<file path="config.mk">
export PLATFORM = sky130hd
export DESIGN_NAME = stack_misc_regs
export DESIGN_NICKNAME = d
export VERILOG_FILES = /design/src/common/stack_misc_pkg.sv /design/src/hdl/stack_misc_regs.sv /design/src/hdl/follower_check.sv
export SDC_FILE = /design/constraint.sdc
export NUM_CORES = 1
export LEC_CHECK = 0
export BUFFER_PORTS_ARGS = -buffer_cell sky130_fd_sc_hd__clkbuf_2
export CAP_MARGIN = 20
export CELL_PAD_IN_SITES_DETAIL_PLACEMENT = 1
export CELL_PAD_IN_SITES_GLOBAL_PLACEMENT = 2
export CORE_MARGIN = 2
export CORE_UTILIZATION = 23
export CTS_CLUSTER_SIZE = 12
export DETAILED_ROUTE_END_ITERATION = 8
export PLACE_DENSITY_LB_ADDON = 0.1
export SLEW_MARGIN = 20
export SYNTH_ARGS = -nofsm -noshare
export SYNTH_HDL_FRONTEND = slang
export SYNTH_SLANG_ARGS = --single-unit
</file>
<file path="constraint.sdc">
create_clock -name sys_clk_i -period 3 [get_ports sys_clk_i]
set_input_delay 0 -clock sys_clk_i [delete_from_list [all_inputs] [get_ports sys_clk_i]]
set_output_delay 0 -clock sys_clk_i [all_outputs]
set_load 0.005 [all_outputs]
</file>
<file path="src/common/stack_misc_pkg.sv">
// Shared constants and carriers for the stack and option word bank.
// Assumes a word-wide command port supplied by the bus front end.
package stack_misc_pkg;

  // ----------------------------------------------------------------
  // Command codes and field layout
  // ----------------------------------------------------------------
  localparam logic [7:0] CMD_PHASE_STACK = 8'hec;
  localparam logic [7:0] CMD_MISC_OPTION = 8'hed;

  localparam int FOLLOWER_LSB = 0;
  localparam int FOLLOWER_MSB = 3;
  localparam logic [3:0] FOLLOWER_MAX = 4'h3;
  localparam logic [3:0] STACK_ADDR_VALUE = 4'h0;
  localparam logic [7:0] STACK_UPPER_VALUE = 8'h00;

  localparam int OPT_PEC_REQ = 15;
  localparam int OPT_RELOAD_CTRL = 14;
  localparam int OPT_RELOAD_RETRY = 13;
  localparam int OPT_PIN_RESET = 12;
  localparam int OPT_PULLUP_OFF = 3;
  localparam int OPT_FAULT_MODE = 2;
  localparam int OPT_RES_MSB = 1;
  localparam int OPT_RES_LSB = 0;

  // Bits held in the option word; reserved bits 11:4 read zero
  localparam logic [15:0] OPT_WRITE_MASK = 16'hf00f;
  localparam logic [15:0] PHASE_STACK_RESET = 16'h0000;
  localparam logic [15:0] MISC_OPTION_RESET = 16'h0000;

  // Converter widths in bits per resolution code
  localparam logic [3:0] RES_W_12 = 4'hc;
  localparam logic [3:0] RES_W_10 = 4'ha;
  localparam logic [3:0] RES_W_8 = 4'h8;
  localparam logic [3:0] RES_W_6 = 4'h6;

  typedef struct packed {
    logic write;
    logic read;
    logic [7:0] code;
    logic [15:0] data;
  } cmd_req_t;

  typedef struct packed {
    logic pec_required;
    logic reload_on_control_off;
    logic reload_on_retry;
    logic pin_is_reset;
    logic pullup_en;
    logic fault_counter_mode;
    logic [3:0] telemetry_converter_width;
  } option_ctl_t;

endpackage

</file>
<file path="src/hdl/stack_misc_regs.sv">
// Stack size and miscellaneous option word registers.
// Assumes a bus front end presents decoded word commands on sys_clk_i.
`timescale 1ns/10ps
module stack_misc_regs (
  input wire logic sys_clk_i,
  input wire logic rst_i,
  input wire logic clk_en_i,
  input wire stack_misc_pkg::cmd_req_t cmd_i,
  input wire logic conversion_en_i,
  input wire logic load_i,
  input wire logic stack_override_i,
  input wire logic [3:0] nvm_follower_i,
  input wire logic [3:0] strap_follower_i,
  input wire logic [15:0] nvm_option_i,
  input wire logic control_shutdown_i,
  input wire logic fault_restart_i,
  input wire logic retry_mode_i,
  input wire logic [15:0] boot_voltage_level_i,
  input wire logic [15:0] target_write_i,
  input wire logic target_write_en_i,
  output logic [15:0] rdata_o,
  output logic rvalid_o,
  output logic invalid_data_o,
  output logic [3:0] follower_count_o,
  output logic backchannel_en_o,
  output stack_misc_pkg::option_ctl_t option_o,
  output logic [15:0] output_voltage_target_o
);
  import stack_misc_pkg::*;

  logic [3:0] follower_r;
  logic [15:0] option_r;
  logic bch_en_r;
  logic [15:0] target_r;
  logic [15:0] rdata_r;
  logic rvalid_r;
  logic invalid_r;
  logic count_ok;
  logic stack_wr;
  logic [3:0] load_follower;

  // ----------------------------------------------------------------
  // Write qualification
  // ----------------------------------------------------------------
  follower_check u_check (
    .wdata_i(cmd_i.data),
    .valid_o(count_ok)
  );

  // Writes while converting are dropped silently, as on a read-only word
  assign stack_wr = cmd_i.write && (cmd_i.code == CMD_PHASE_STACK)
                    && !conversion_en_i;
  // Override clear picks memory, set picks strap
  assign load_follower = stack_override_i ? strap_follower_i
                                          : nvm_follower_i;

  // ----------------------------------------------------------------
  // Stack word
  // ----------------------------------------------------------------
  // A write stores only a legal count; the rest keeps the old setting
  always_ff @(posedge sys_clk_i) begin
    if (rst_i) begin
      follower_r <= PHASE_STACK_RESET[3:0];
    end else if (clk_en_i) begin
      if (load_i) begin
        follower_r <= load_follower;
      end else if (stack_wr && count_ok) begin
        follower_r <= cmd_i.data[FOLLOWER_MSB:FOLLOWER_LSB];
      end
    end
  end

  // Backchannel enable is decided only at power-up load, never by writes
  always_ff @(posedge sys_clk_i) begin
    if (rst_i) begin
      bch_en_r <= 1'b0;
    end else if (clk_en_i && load_i) begin
      bch_en_r <= (load_follower != 4'h0);
    end
  end

  // Invalid-data flag pulses for the status logic outside
  always_ff @(posedge sys_clk_i) begin
    if (rst_i) begin
      invalid_r <= 1'b0;
    end else if (clk_en_i) begin
      invalid_r <= stack_wr && !count_ok;
    end
  end

  // ----------------------------------------------------------------
  // Option word
  // ----------------------------------------------------------------
  // Reserved bits are not stored, so they read back as zero
  always_ff @(posedge sys_clk_i) begin
    if (rst_i) begin
      option_r <= MISC_OPTION_RESET;
    end else if (clk_en_i) begin
      if (load_i) begin
        option_r <= nvm_option_i & OPT_WRITE_MASK;
      end else if (cmd_i.write && cmd_i.code == CMD_MISC_OPTION) begin
        option_r <= cmd_i.data & OPT_WRITE_MASK;
      end
    end
  end

  // ----------------------------------------------------------------
  // Output voltage target with boot reload
  // ----------------------------------------------------------------
  // Reload wins over a same-cycle target write: shutdown is the stronger event
  always_ff @(posedge sys_clk_i) begin
    if (rst_i) begin
      target_r <= 16'h0000;
    end else if (clk_en_i) begin
      if (control_shutdown_i && option_r[OPT_RELOAD_CTRL]) begin
        target_r <= boot_voltage_level_i;
      end else if (fault_restart_i && retry_mode_i
                   && option_r[OPT_RELOAD_RETRY]) begin
        target_r <= boot_voltage_level_i;
      end else if (target_write_en_i) begin
        target_r <= target_write_i;
      end
    end
  end

  // ----------------------------------------------------------------
  // Read path
  // ----------------------------------------------------------------
  // Read data registered one cycle after the command
  always_ff @(posedge sys_clk_i) begin
    if (rst_i) begin
      rdata_r <= 16'h0000;
      rvalid_r <= 1'b0;
    end else if (clk_en_i) begin
      rvalid_r <= cmd_i.read && (cmd_i.code == CMD_PHASE_STACK
                                 || cmd_i.code == CMD_MISC_OPTION);
      if (cmd_i.read && cmd_i.code == CMD_PHASE_STACK) begin
        rdata_r <= {STACK_UPPER_VALUE, STACK_ADDR_VALUE,
                    follower_r};
      end else if (cmd_i.read && cmd_i.code == CMD_MISC_OPTION) begin
        rdata_r <= option_r;
      end else begin
        rdata_r <= 16'h0000;
      end
    end
  end

  // ----------------------------------------------------------------
  // Decoded controls
  // ----------------------------------------------------------------
  always_comb begin
    option_o.pec_required = option_r[OPT_PEC_REQ];
    option_o.reload_on_control_off = option_r[OPT_RELOAD_CTRL];
    option_o.reload_on_retry = option_r[OPT_RELOAD_RETRY];
    option_o.pin_is_reset = option_r[OPT_PIN_RESET];
    // Pull-up only in reset mode, and then active when bit 3 is low
    option_o.pullup_en = option_r[OPT_PIN_RESET]
                         && !option_r[OPT_PULLUP_OFF];
    option_o.fault_counter_mode = option_r[OPT_FAULT_MODE];
    case (option_r[OPT_RES_MSB:OPT_RES_LSB])
      2'h0: option_o.telemetry_converter_width = RES_W_12;
      2'h1: option_o.telemetry_converter_width = RES_W_10;
      2'h2: option_o.telemetry_converter_width = RES_W_8;
      default: option_o.telemetry_converter_width = RES_W_6;
    endcase
  end

  assign rdata_o = rdata_r;
  assign rvalid_o = rvalid_r;
  assign invalid_data_o = invalid_r;
  assign follower_count_o = follower_r;
  assign backchannel_en_o = bch_en_r;
  assign output_voltage_target_o = target_r;
endmodule

</file>
<file path="src/hdl/follower_check.sv">
// Validates a follower count written to the stack word.
// Assumes a purely combinational use inside the register bank.
`timescale 1ns/10ps
module follower_check (
  input wire logic [15:0] wdata_i,
  output logic valid_o
);
  import stack_misc_pkg::*;

  // Only counts 0..3 are legal; upper bits are read-only and ignored
  always_comb begin
    valid_o = (wdata_i[FOLLOWER_MSB:FOLLOWER_LSB] <= FOLLOWER_MAX);
  end
endmodule

</file>
==> flow_summary.yaml, run 1 <==
clock_tree:
  clk_pin_slew_ps: 80
  postCtsSetupRepairBufs: 0
  cts_buffers: 5
  cts.sinks: 39
  cts_hold_buffers: 0
  cts_resized: 0
  clock_latency_ps: 290
  cts.htree.levels: 2
  cts_tree: "yes"
  cts-root-buf: "clkbuf_8"
  clock_path_buffers: 2
die:
  ios: 141
  die-area_mm2: 0.00962
  start_util_pct: 23.6
  core_area_mm2: 0.00864
  die_h_um: 98.1
  dieWidth_um: 98.1
  num_rows: 34
power_and_ir_drop:
  cellPowerDensity_mw_per_mm2: 433
  p_leak_nw: 1.39
  ir_drop_mv: 0.137
critical_path:
  crit_start: "option_r[13]"
  rr_worst_depth: 4
  regToRegEndpoint: "output_voltage_target_o[5]"
  endpoint: "output_voltage_target_o[5]"
  cp-start-kind: "register"
  endpoint_kind: "register"
  criticalPathCategory: "register to register"
  arrival_ps: 1960
  required_ps: 3130
  r2r-start: "option_r[13]"
  rrSetupSlack_ps: 1170
  path_max_fanout: 9
global_route:
  grt_use_total_pct: 13.8
  overflow: 0
  grt_max_degree: 40
  grt_pass1_wl_mm: 10.7
  first_global_vias: 2095
  antenna_found_initial: 0
timing:
  fin_worst_skew_ps: 7.87
  setup_viol: 0
  worst_pin_slew_ps: 927
  grt_setup_unrepaired: "false"
  fin_tns_setup_ps: 0
  period_needed_ps: 1830
  slew_viol_final: 0
  fin_crit_sh_pct: 61.0
  relSlewSlack_pct: 38.2
  max_freq_mhz: 546
  finalHoldViolCount: 0
yosys:
  postSynthCellCount: 228
  async_flop_share_pct: 0
  synth_edf_count: 0
  yosysSeqAreaShare_pct: 38.4
  netlist_area_mm2: 0.00204
  ys.flop_type: "dfxtp_1"
  ys_warn_count: 0
  synth-seq-cells: 39
  postSynthAreaPerCell_um2: 8.93
  yosysUniqueCellTypes: 40
detailed_routing:
  wl_met2_mm: 3.02
  ant_nets: 0
  wl_met1_mm: 2.90
  topRoutingLayerUsed: "met4"
  via_per_inst: 4.67
  wirelength_mm: 6.59
  wl_per_cell_um: 15.0
  first_pass_iters: 4
  drt_first_iter_violations: 37
  wl_met3_um: 644
  remaining_drc_errors: 0
  route.vias.total: 2049
status:
  status: "finished, final reports clean"
finish:
  drive_above_1_share_pct: 39.9
  n_antenna_cell: 0
  stdcell_count: 439
  fillers: 1076
  synthToLayoutAreaGrowth_pct: 33.4
  fin_nets: 424
place:
  dp_hpwl_mm: 4.99
  gp_congestion: 0.657
  numPlacedInstances: 431
  portBuffers: 115
job:
  cap_violations: 0
min_path:
  min_path_type: "input pin to register"
  whs_path_depth: 3
Yosys cell counts (2+ instances only):
cell	number	area (um2)
inv_1	5	18.8
clkbuf_1	12	45.0
nand2b_1	7	43.8
a22oi_1	4	30.0
buf_2	3	15.0
nand3_1	2	10.0
nand4b_1	2	17.5
mux2_2	4	45.0
mux2i_1	27	270
a31oi_1	2	12.5
o22ai_1	6	37.5
dfxtp_1	39	781
nand2_1	8	30.0
buf_4	14	105
o21ai_0	5	25.0
a21oi_1	6	30.0
nor2_1	33	124
a211oi_1	25	188
a32oi_1	2	17.5
ha_1	2	25.0
power breakdown:
| part | internal [mW] | leakage, nW | switching [mW] | total [mW] |
|---|---|---|---|---|
| sequential | 0.545 | 0.320 | 0.0197 | 0.564 |
| clock | 0.210 | 0.0515 | 0.192 | 0.402 |
| combinational | 0.103 | 1.02 | 0.106 | 0.209 |
| total | 0.858 | 1.39 | 0.318 | 1.18 |
worst max-delay path, stage by stage, from the launching register on:
cell      delay (ps)
dfxtp_1          370
a32oi_2          640
buf_4            340
mux2i_1          230
a211oi_1          90
worst min-delay path by stage:
stage | from | endpoint
5_1_grt | nvm_option_i[0] | option_r[0]
3_5_place_dp | nvm_option_i[15] | option_r[15]
4_1_cts | nvm_option_i[15] | option_r[15]
3_3_place_gp | nvm_option_i[0] | option_r[0]
6_report | nvm_option_i[15] | option_r[15]
2_1_floorplan | conversion_en_i | invalid_data_o
cell families after synthesis:
logic type / synth area share, %
fa+ha+maj: 1.23
simple gates: 15.3
buf+inv: 9.77
mux: 15.5
other cells: 0.184
flops: 38.4
compound gates: 19.7
area by class of cell:
cell class                 count  area [um2]  area share (%)
clock buffer                   8         100            3.69
multi-input combinational    161        1090            40.0
tap                          108         135            4.98
sequential                    39         781            28.8
inverter                       6        22.5           0.829
timing repair buffer         117         591            21.8
flip-flops by register name (all words and copies together), names as in the netlist:
signal and flops:
rdata_o 8, option_r 8, follower_count_o 4, backchannel_en_o 1, rvalid_o 1, output_voltage_target_o 16, invalid_data_o 1
metal layers:
metal,vias to the layer above,global-route usage (%)
li1,1011,-
met1,955,17.6
met2,81,22.8
met3,2,5.15
met4,0,2.24
met5,-,0
metrics by stage:
| stage | cell area (um2) | util (%) | power, mW | worst slack [ps] | hold slack [ps] |
|---|---|---|---|---|---|
| final | 2720 | 31.4 | 1.18 | 1170 | 11.3 |
| after global routing | 2720 | 31.4 | 1.25 | 991 | 23.0 |
| after CTS | 2720 | 31.4 | 1.20 | 1090 | 6.15 |
| after detailed placement | 2620 | 30.3 | 0.793 | 1110 | 323 |
| after global placement | 2620 | 30.3 | 0.788 | 1130 | 319 |
| after floorplan | 2070 | - | 0.698 | 1570 | 206 |
placed cells by master, fill, tap and decap left out, types with 2 or more instances in the layout:
cell type,count
a22oi_1,4
nand2b_1,7
nor2_1,33
nand4b_1,2
ha_1,2
a32oi_1,2
conb_1,9
a211oi_1,25
o22ai_1,6
mux2i_1,27
nand2_1,8
inv_1,5
clkbuf_2,115
a31oi_1,2
buf_4,2
dfxtp_1,39
o21ai_0,5
nand3_1,2
clkbuf_8,7
mux2_2,4
a21oi_1,6
Note: power is estimated with default switching activity, not from simulation.
==> run 2, diff against run 1 <==
--- a/config.mk
+++ b/config.mk
@@ -10,7 +10,7 @@
 export CELL_PAD_IN_SITES_DETAIL_PLACEMENT = 1
 export CELL_PAD_IN_SITES_GLOBAL_PLACEMENT = 2
 export CORE_MARGIN = 2
-export CORE_UTILIZATION = 23
+export CORE_UTILIZATION = 21
 export CTS_CLUSTER_SIZE = 12
 export DETAILED_ROUTE_END_ITERATION = 8
 export PLACE_DENSITY_LB_ADDON = 0.1
==> constraint.sdc (replaced) <==
create_clock -name sys_clk_i -period 1.8 [get_ports sys_clk_i]
set_input_delay 0 -clock sys_clk_i [delete_from_list [all_inputs] [get_ports sys_clk_i]]
set_output_delay 0 -clock sys_clk_i [all_outputs]
set_load 0.005 [all_outputs]
==> run 2 against run 1 <==
  * Global-route usage shrank 0.39 points
  * Clock power grew 87%
  * Register-to-register slack lost 800 ps
  * Count of clock-buffer cells in the layout decreased by 3
  * Fmax is 28% higher
  * Clock skew up 1.9 ps
  * Largest cell class unchanged
==> flow_summary.yaml, run 2 (same netlist as run 1, synthesis figures left out) <==
power_and_ir_drop:
  total_power_mw: 2.07
  p_leak_nw: 1.45
  swShare_pct: 26.9
  power_frac_clock_pct: 36.3
  power_frac_seq_pct: 45.4
  cellPowerDensity_mw_per_mm2: 723
  comb_power_share_pct: 18.3
  p_int_mw: 1.51
  ir_drop_mv: 0.271
  p_switching_mw: 0.556
timing:
  slew_viol_final: 0
  grt_setup_unrepaired: "false"
  fin_worst_skew_ps: 9.77
  worst_pin_slew_ps: 604
  fin_crit_sh_pct: 79.5
  max_freq_mhz: 699
  setup_viol: 0
  relSlewSlack_pct: 59.8
  fin_ws_ps: 368
  finalHoldViolCount: 0
  period_needed_ps: 1430
  fin_tns_setup_ps: 0
critical_path:
  cp-start-kind: "register"
  rrSetupSlack_ps: 370
  cp_num_buf_inv: 1
  path_cells: "a32oi_2, buf_4, mux2i_1, a211oi_1"
  r2r-start: "option_r[13]"
  arrival_ps: 1580
  cp_top_family: "compound AO/OA/AOI/OAI gates"
  critPathMaxStageDelay_ps: 380
  criticalPathCategory: "register to register"
  slowest_stage: "a32oi_2"
  path_max_fanout: 5
  crit_start: "option_r[13]"
  endpoint_kind: "register"
  required_ps: 1950
place:
  gp_congestion: 0.705
  dp_hpwl_mm: 5.36
  place_area_mm2: 0.00274
  portBuffers: 115
  post-place-ws_ps: 294
  numPlacedInstances: 463
finish:
  mostFrequentLayoutCells: "115 x clkbuf_2, 39 x dfxtp_1, 33 x nor2_1"
  synthToLayoutAreaGrowth_pct: 40.4
  drive_above_1_share_pct: 42.0
  fillers: 1146
  largest_register_ffs: 16
  stdcell_count: 472
  fin_nets: 436
  postLayoutCellArea_mm2: 0.00286
  mostFrequentLayoutCell: "clkbuf_2"
  n_antenna_cell: 0
detailed_routing:
  wl_met2_mm: 3.19
  route.vias.total: 2073
  ant_nets: 0
  wl_per_cell_um: 14.5
  via_per_inst: 4.39
  topRoutingLayerUsed: "met4"
  remaining_drc_errors: 0
  wl_met3_um: 562
  first_pass_iters: 4
  wirelength_mm: 6.86
  wl_met1_mm: 3.08
  drt_first_iter_violations: 37
die:
  die_h_um: 102
  num_rows: 35
  core_area_mm2: 0.00933
  start_util_pct: 21.8
  die-area_mm2: 0.0105
  ios: 141
  dieWidth_um: 102
clock_tree:
  cts_buffers: 5
  cts.htree.levels: 2
  cts_resized: 0
  cts-root-buf: "clkbuf_8"
  clk_pin_slew_ps: 90
  cts_hold_buffers: 0
  cts_tree: "yes"
  cts.sinks: 39
  clock_path_buffers: 2
  postCtsSetupRepairBufs: 0
  clock_latency_ps: 290
global_route:
  grt_pass1_wl_mm: 10.7
  grt_use_total_pct: 13.4
  first_global_vias: 2129
  overflow: 0
  antenna_found_initial: 0
  grt_max_degree: 33
status:
  status: "finished, final reports clean"
min_path:
  min_path_type: "input pin to register"
  worstHoldStart: "nvm_option_i[12]"
job:
  cap_violations: 0
[run 2: cell count changes in the layout (fill, tap and decap cells not counted)]
| cell | delta |
|---|---|
| buf_12 | +1 |
| buf_4 | +10 |
| bufinv_16 | +1 |
| clkbuf_1 | -1 |
| clkbuf_8 | -2 |
| clkinv_2 | +1 |
| clkinv_4 | +1 |
| dlygate4sd3_1 | +1 |
[run 2: power by group through the flow]
| stage | Clock, mW | Combinational (mW) | Sequential [mW] |
|---|---|---|---|
| CTS | 0.792 | 0.386 | 0.940 |
| finish | 0.752 | 0.378 | 0.939 |
| detailed placement | 0 | 0.385 | 0.960 |
| global placement | 0 | 0.382 | 0.958 |
| floorplan | 0 | 0.207 | 0.957 |
| global route | 0.821 | 0.430 | 0.947 |
[run 2: final cells by class]
| type | count | area, um2 | area share [%] |
|---|---|---|---|
| multi-input cells | 161 | 1090 | 38.0 |
| flip-flops and latches | 39 | 781 | 27.3 |
| repair buffers | 129 | 696 | 24.3 |
| well taps | 129 | 161 | 5.65 |
| clock buffers | 5 | 68.8 | 2.41 |
| clock inverters | 3 | 43.8 | 1.53 |
| inverters | 6 | 22.5 | 0.788 |
[run 2: metrics by stage]
step / hold WS [ps] / utilization [%]
6_report: 12.1 / 30.7
5_1_grt: 15.4 / 30.7
4_1_cts: 0.346 / 30.5
3_5_place_dp: 328 / 29.3
3_3_place_gp: 319 / 29.3
2_1_floorplan: 206 / -
[run 2: path summary, 6_finish.rpt]
path                                                    to  cells past startpoint
worst max-delay path            output_voltage_target_o[0]                      4
worst min register to register                 rdata_o[15]                      2
worst min-delay path                          option_r[12]                      3
worst max register to register  output_voltage_target_o[0]                      4
[run 2: worst register-to-register path, stage by stage (launching register included)]
cell and delay [ps]:
dfxtp_1 350, a32oi_2 380, buf_4 230, mux2i_1 240, a211oi_1 100
[run 2: layer usage]
metal  GRT usage, %  vias to the layer above
met3           5.27                        2
met5              0                        -
li1               -                     1038
met4           2.77                        0
met1           16.2                      958
met2           22.8                       75
==> run 3, diff against run 2 <==
==> constraint.sdc (replaced) <==
create_clock -name sys_clk_i -period 1.4 [get_ports sys_clk_i]
set_input_delay 0 -clock sys_clk_i [delete_from_list [all_inputs] [get_ports sys_clk_i]]
set_output_delay 0 -clock sys_clk_i [all_outputs]
set_load 0.005 [all_outputs]
==> run 3 against run 2 <==
  * Total power grew 31%
  * Core utilization up 0.87 points
  * Setup slack worse by 260 ps
  * Die area did not move
  * Count of clock-buffer cells in the layout is 1 higher
  * Routed wire length is 2.9% higher
  * Largest cell class unchanged
  * Largest power group unchanged
==> flow_summary.yaml, run 3 (same netlist as run 1, synthesis figures left out) <==
status:
  status: "finished, final reports clean"
critical_path:
  critPathMaxStageDelay_ps: 370
  endpoint_kind: "output pin"
  path_max_fanout: 5
  slowest_stage: "dfxtp_1"
  required_ps: 1400
  arrival_ps: 1290
  cp-start-kind: "register"
  criticalPathCategory: "register to output pin"
  path_cells: "ha_1, or2_2, clkbuf_2"
min_path:
  min_path_type: "input pin to register"
detailed_routing:
  wl_per_cell_um: 14.9
  drt_first_iter_violations: 26
  wirelength_mm: 7.06
  ant_nets: 0
  first_pass_iters: 3
  remaining_drc_errors: 0
  via_per_inst: 4.43
  route.vias.total: 2098
finish:
  final_util_pct: 31.5
  fin_nets: 438
  stdcell_count: 474
  drive_above_1_share_pct: 43.2
  postLayoutCellArea_mm2: 0.00294
  largest_register_ffs: 16
  synthToLayoutAreaGrowth_pct: 44.4
  mostFrequentLayoutCells: "115 x clkbuf_2, 37 x dfxtp_1, 33 x nor2_1"
  mostFrequentLayoutCell: "clkbuf_2"
  n_antenna_cell: 0
clock_tree:
  cts_tree: "yes"
  cts.sinks: 39
  cts.htree.levels: 2
  cts-root-buf: "clkbuf_8"
  clock_latency_ps: 290
  clock_path_buffers: 2
  cts_buffers: 5
  clk_pin_slew_ps: 80
  postCtsSetupRepairBufs: 0
timing:
  fin_tns_setup_ps: 0
  fin_ws_ps: 108
  worst_pin_slew_ps: 508
  finalHoldViolCount: 0
  hold_ws_ps: 22.6
  grt_setup_unrepaired: "false"
  max_freq_mhz: 774
  slew_viol_final: 0
  setup_viol: 0
  relSlewSlack_pct: 66.2
  fin_crit_sh_pct: 92.3
  fin_worst_skew_ps: 5.52
  period_needed_ps: 1290
job:
  cap_violations: 0
place:
  post-place-ws_ps: -90.5
  dp_hpwl_mm: 5.55
  gp_congestion: 0.702
  place_area_mm2: 0.00279
  numPlacedInstances: 465
  portBuffers: 115
global_route:
  grt_max_degree: 33
  first_global_vias: 2190
  antenna_found_initial: 0
  grt_use_total_pct: 13.6
  overflow: 0
  grt_pass1_wl_mm: 10.9
power_and_ir_drop:
  total_power_mw: 2.72
  p_leak_nw: 1.49
  cellPowerDensity_mw_per_mm2: 924
  ir_drop_mv: 0.322
die:
  num_rows: 35
  die_h_um: 102
  core_area_mm2: 0.00933
  dieWidth_um: 102
  die-area_mm2: 0.0105
  start_util_pct: 21.8
  ios: 141
[run 3: metal layers]
metal  GRT usage [%]  vias to the layer above  wire length, um
li1                -                     1035                -
met1            17.2                      972             3090
met2            22.5                       84             3250
met3            4.65                        7              650
met4            3.08                        0               70
met5               0                        -                0
[run 3: worst paths after layout]
path,cells after the start,slack [ps],endpoint,startpoint
worst min-delay path,3,20,option_r[12],nvm_option_i[12]
worst min register to register,2,470,rdata_o[15],rdata_o[15]
worst max-delay path,3,110,option_o[1],option_r[0]
worst max register to register,4,140,output_voltage_target_o[6],option_r[14]
[run 3: repair_timing]
item                       4_1_cts  5_1_grt
gates resized for setup          0        3
hold buffers                     0        0
setup endpoints to repair        0        3
[run 3: layout make-up]
type	instances	area [um2]
clock buffer	6	82.6
clock inverter	2	35.0
fill	1142	6390
inverter	6	22.5
multi-input combinational	161	1100
sequential	39	783
tap	129	161
timing repair buffer	131	751
[run 3: where the power goes]
part / total (mW) / internal, mW / switching [mW]
sequential: 1.21 / 1.17 / 0.0416
combinational: 0.510 / 0.260 / 0.250
clock: 0.998 / 0.577 / 0.421
[run 3: critical path: cells and delay by family (launching register included)]
kind	cells	cell delay, ps
buffers and inverters	1	110
DFF	1	370
adders and majority gates	1	220
and+or+nand+nor	1	290
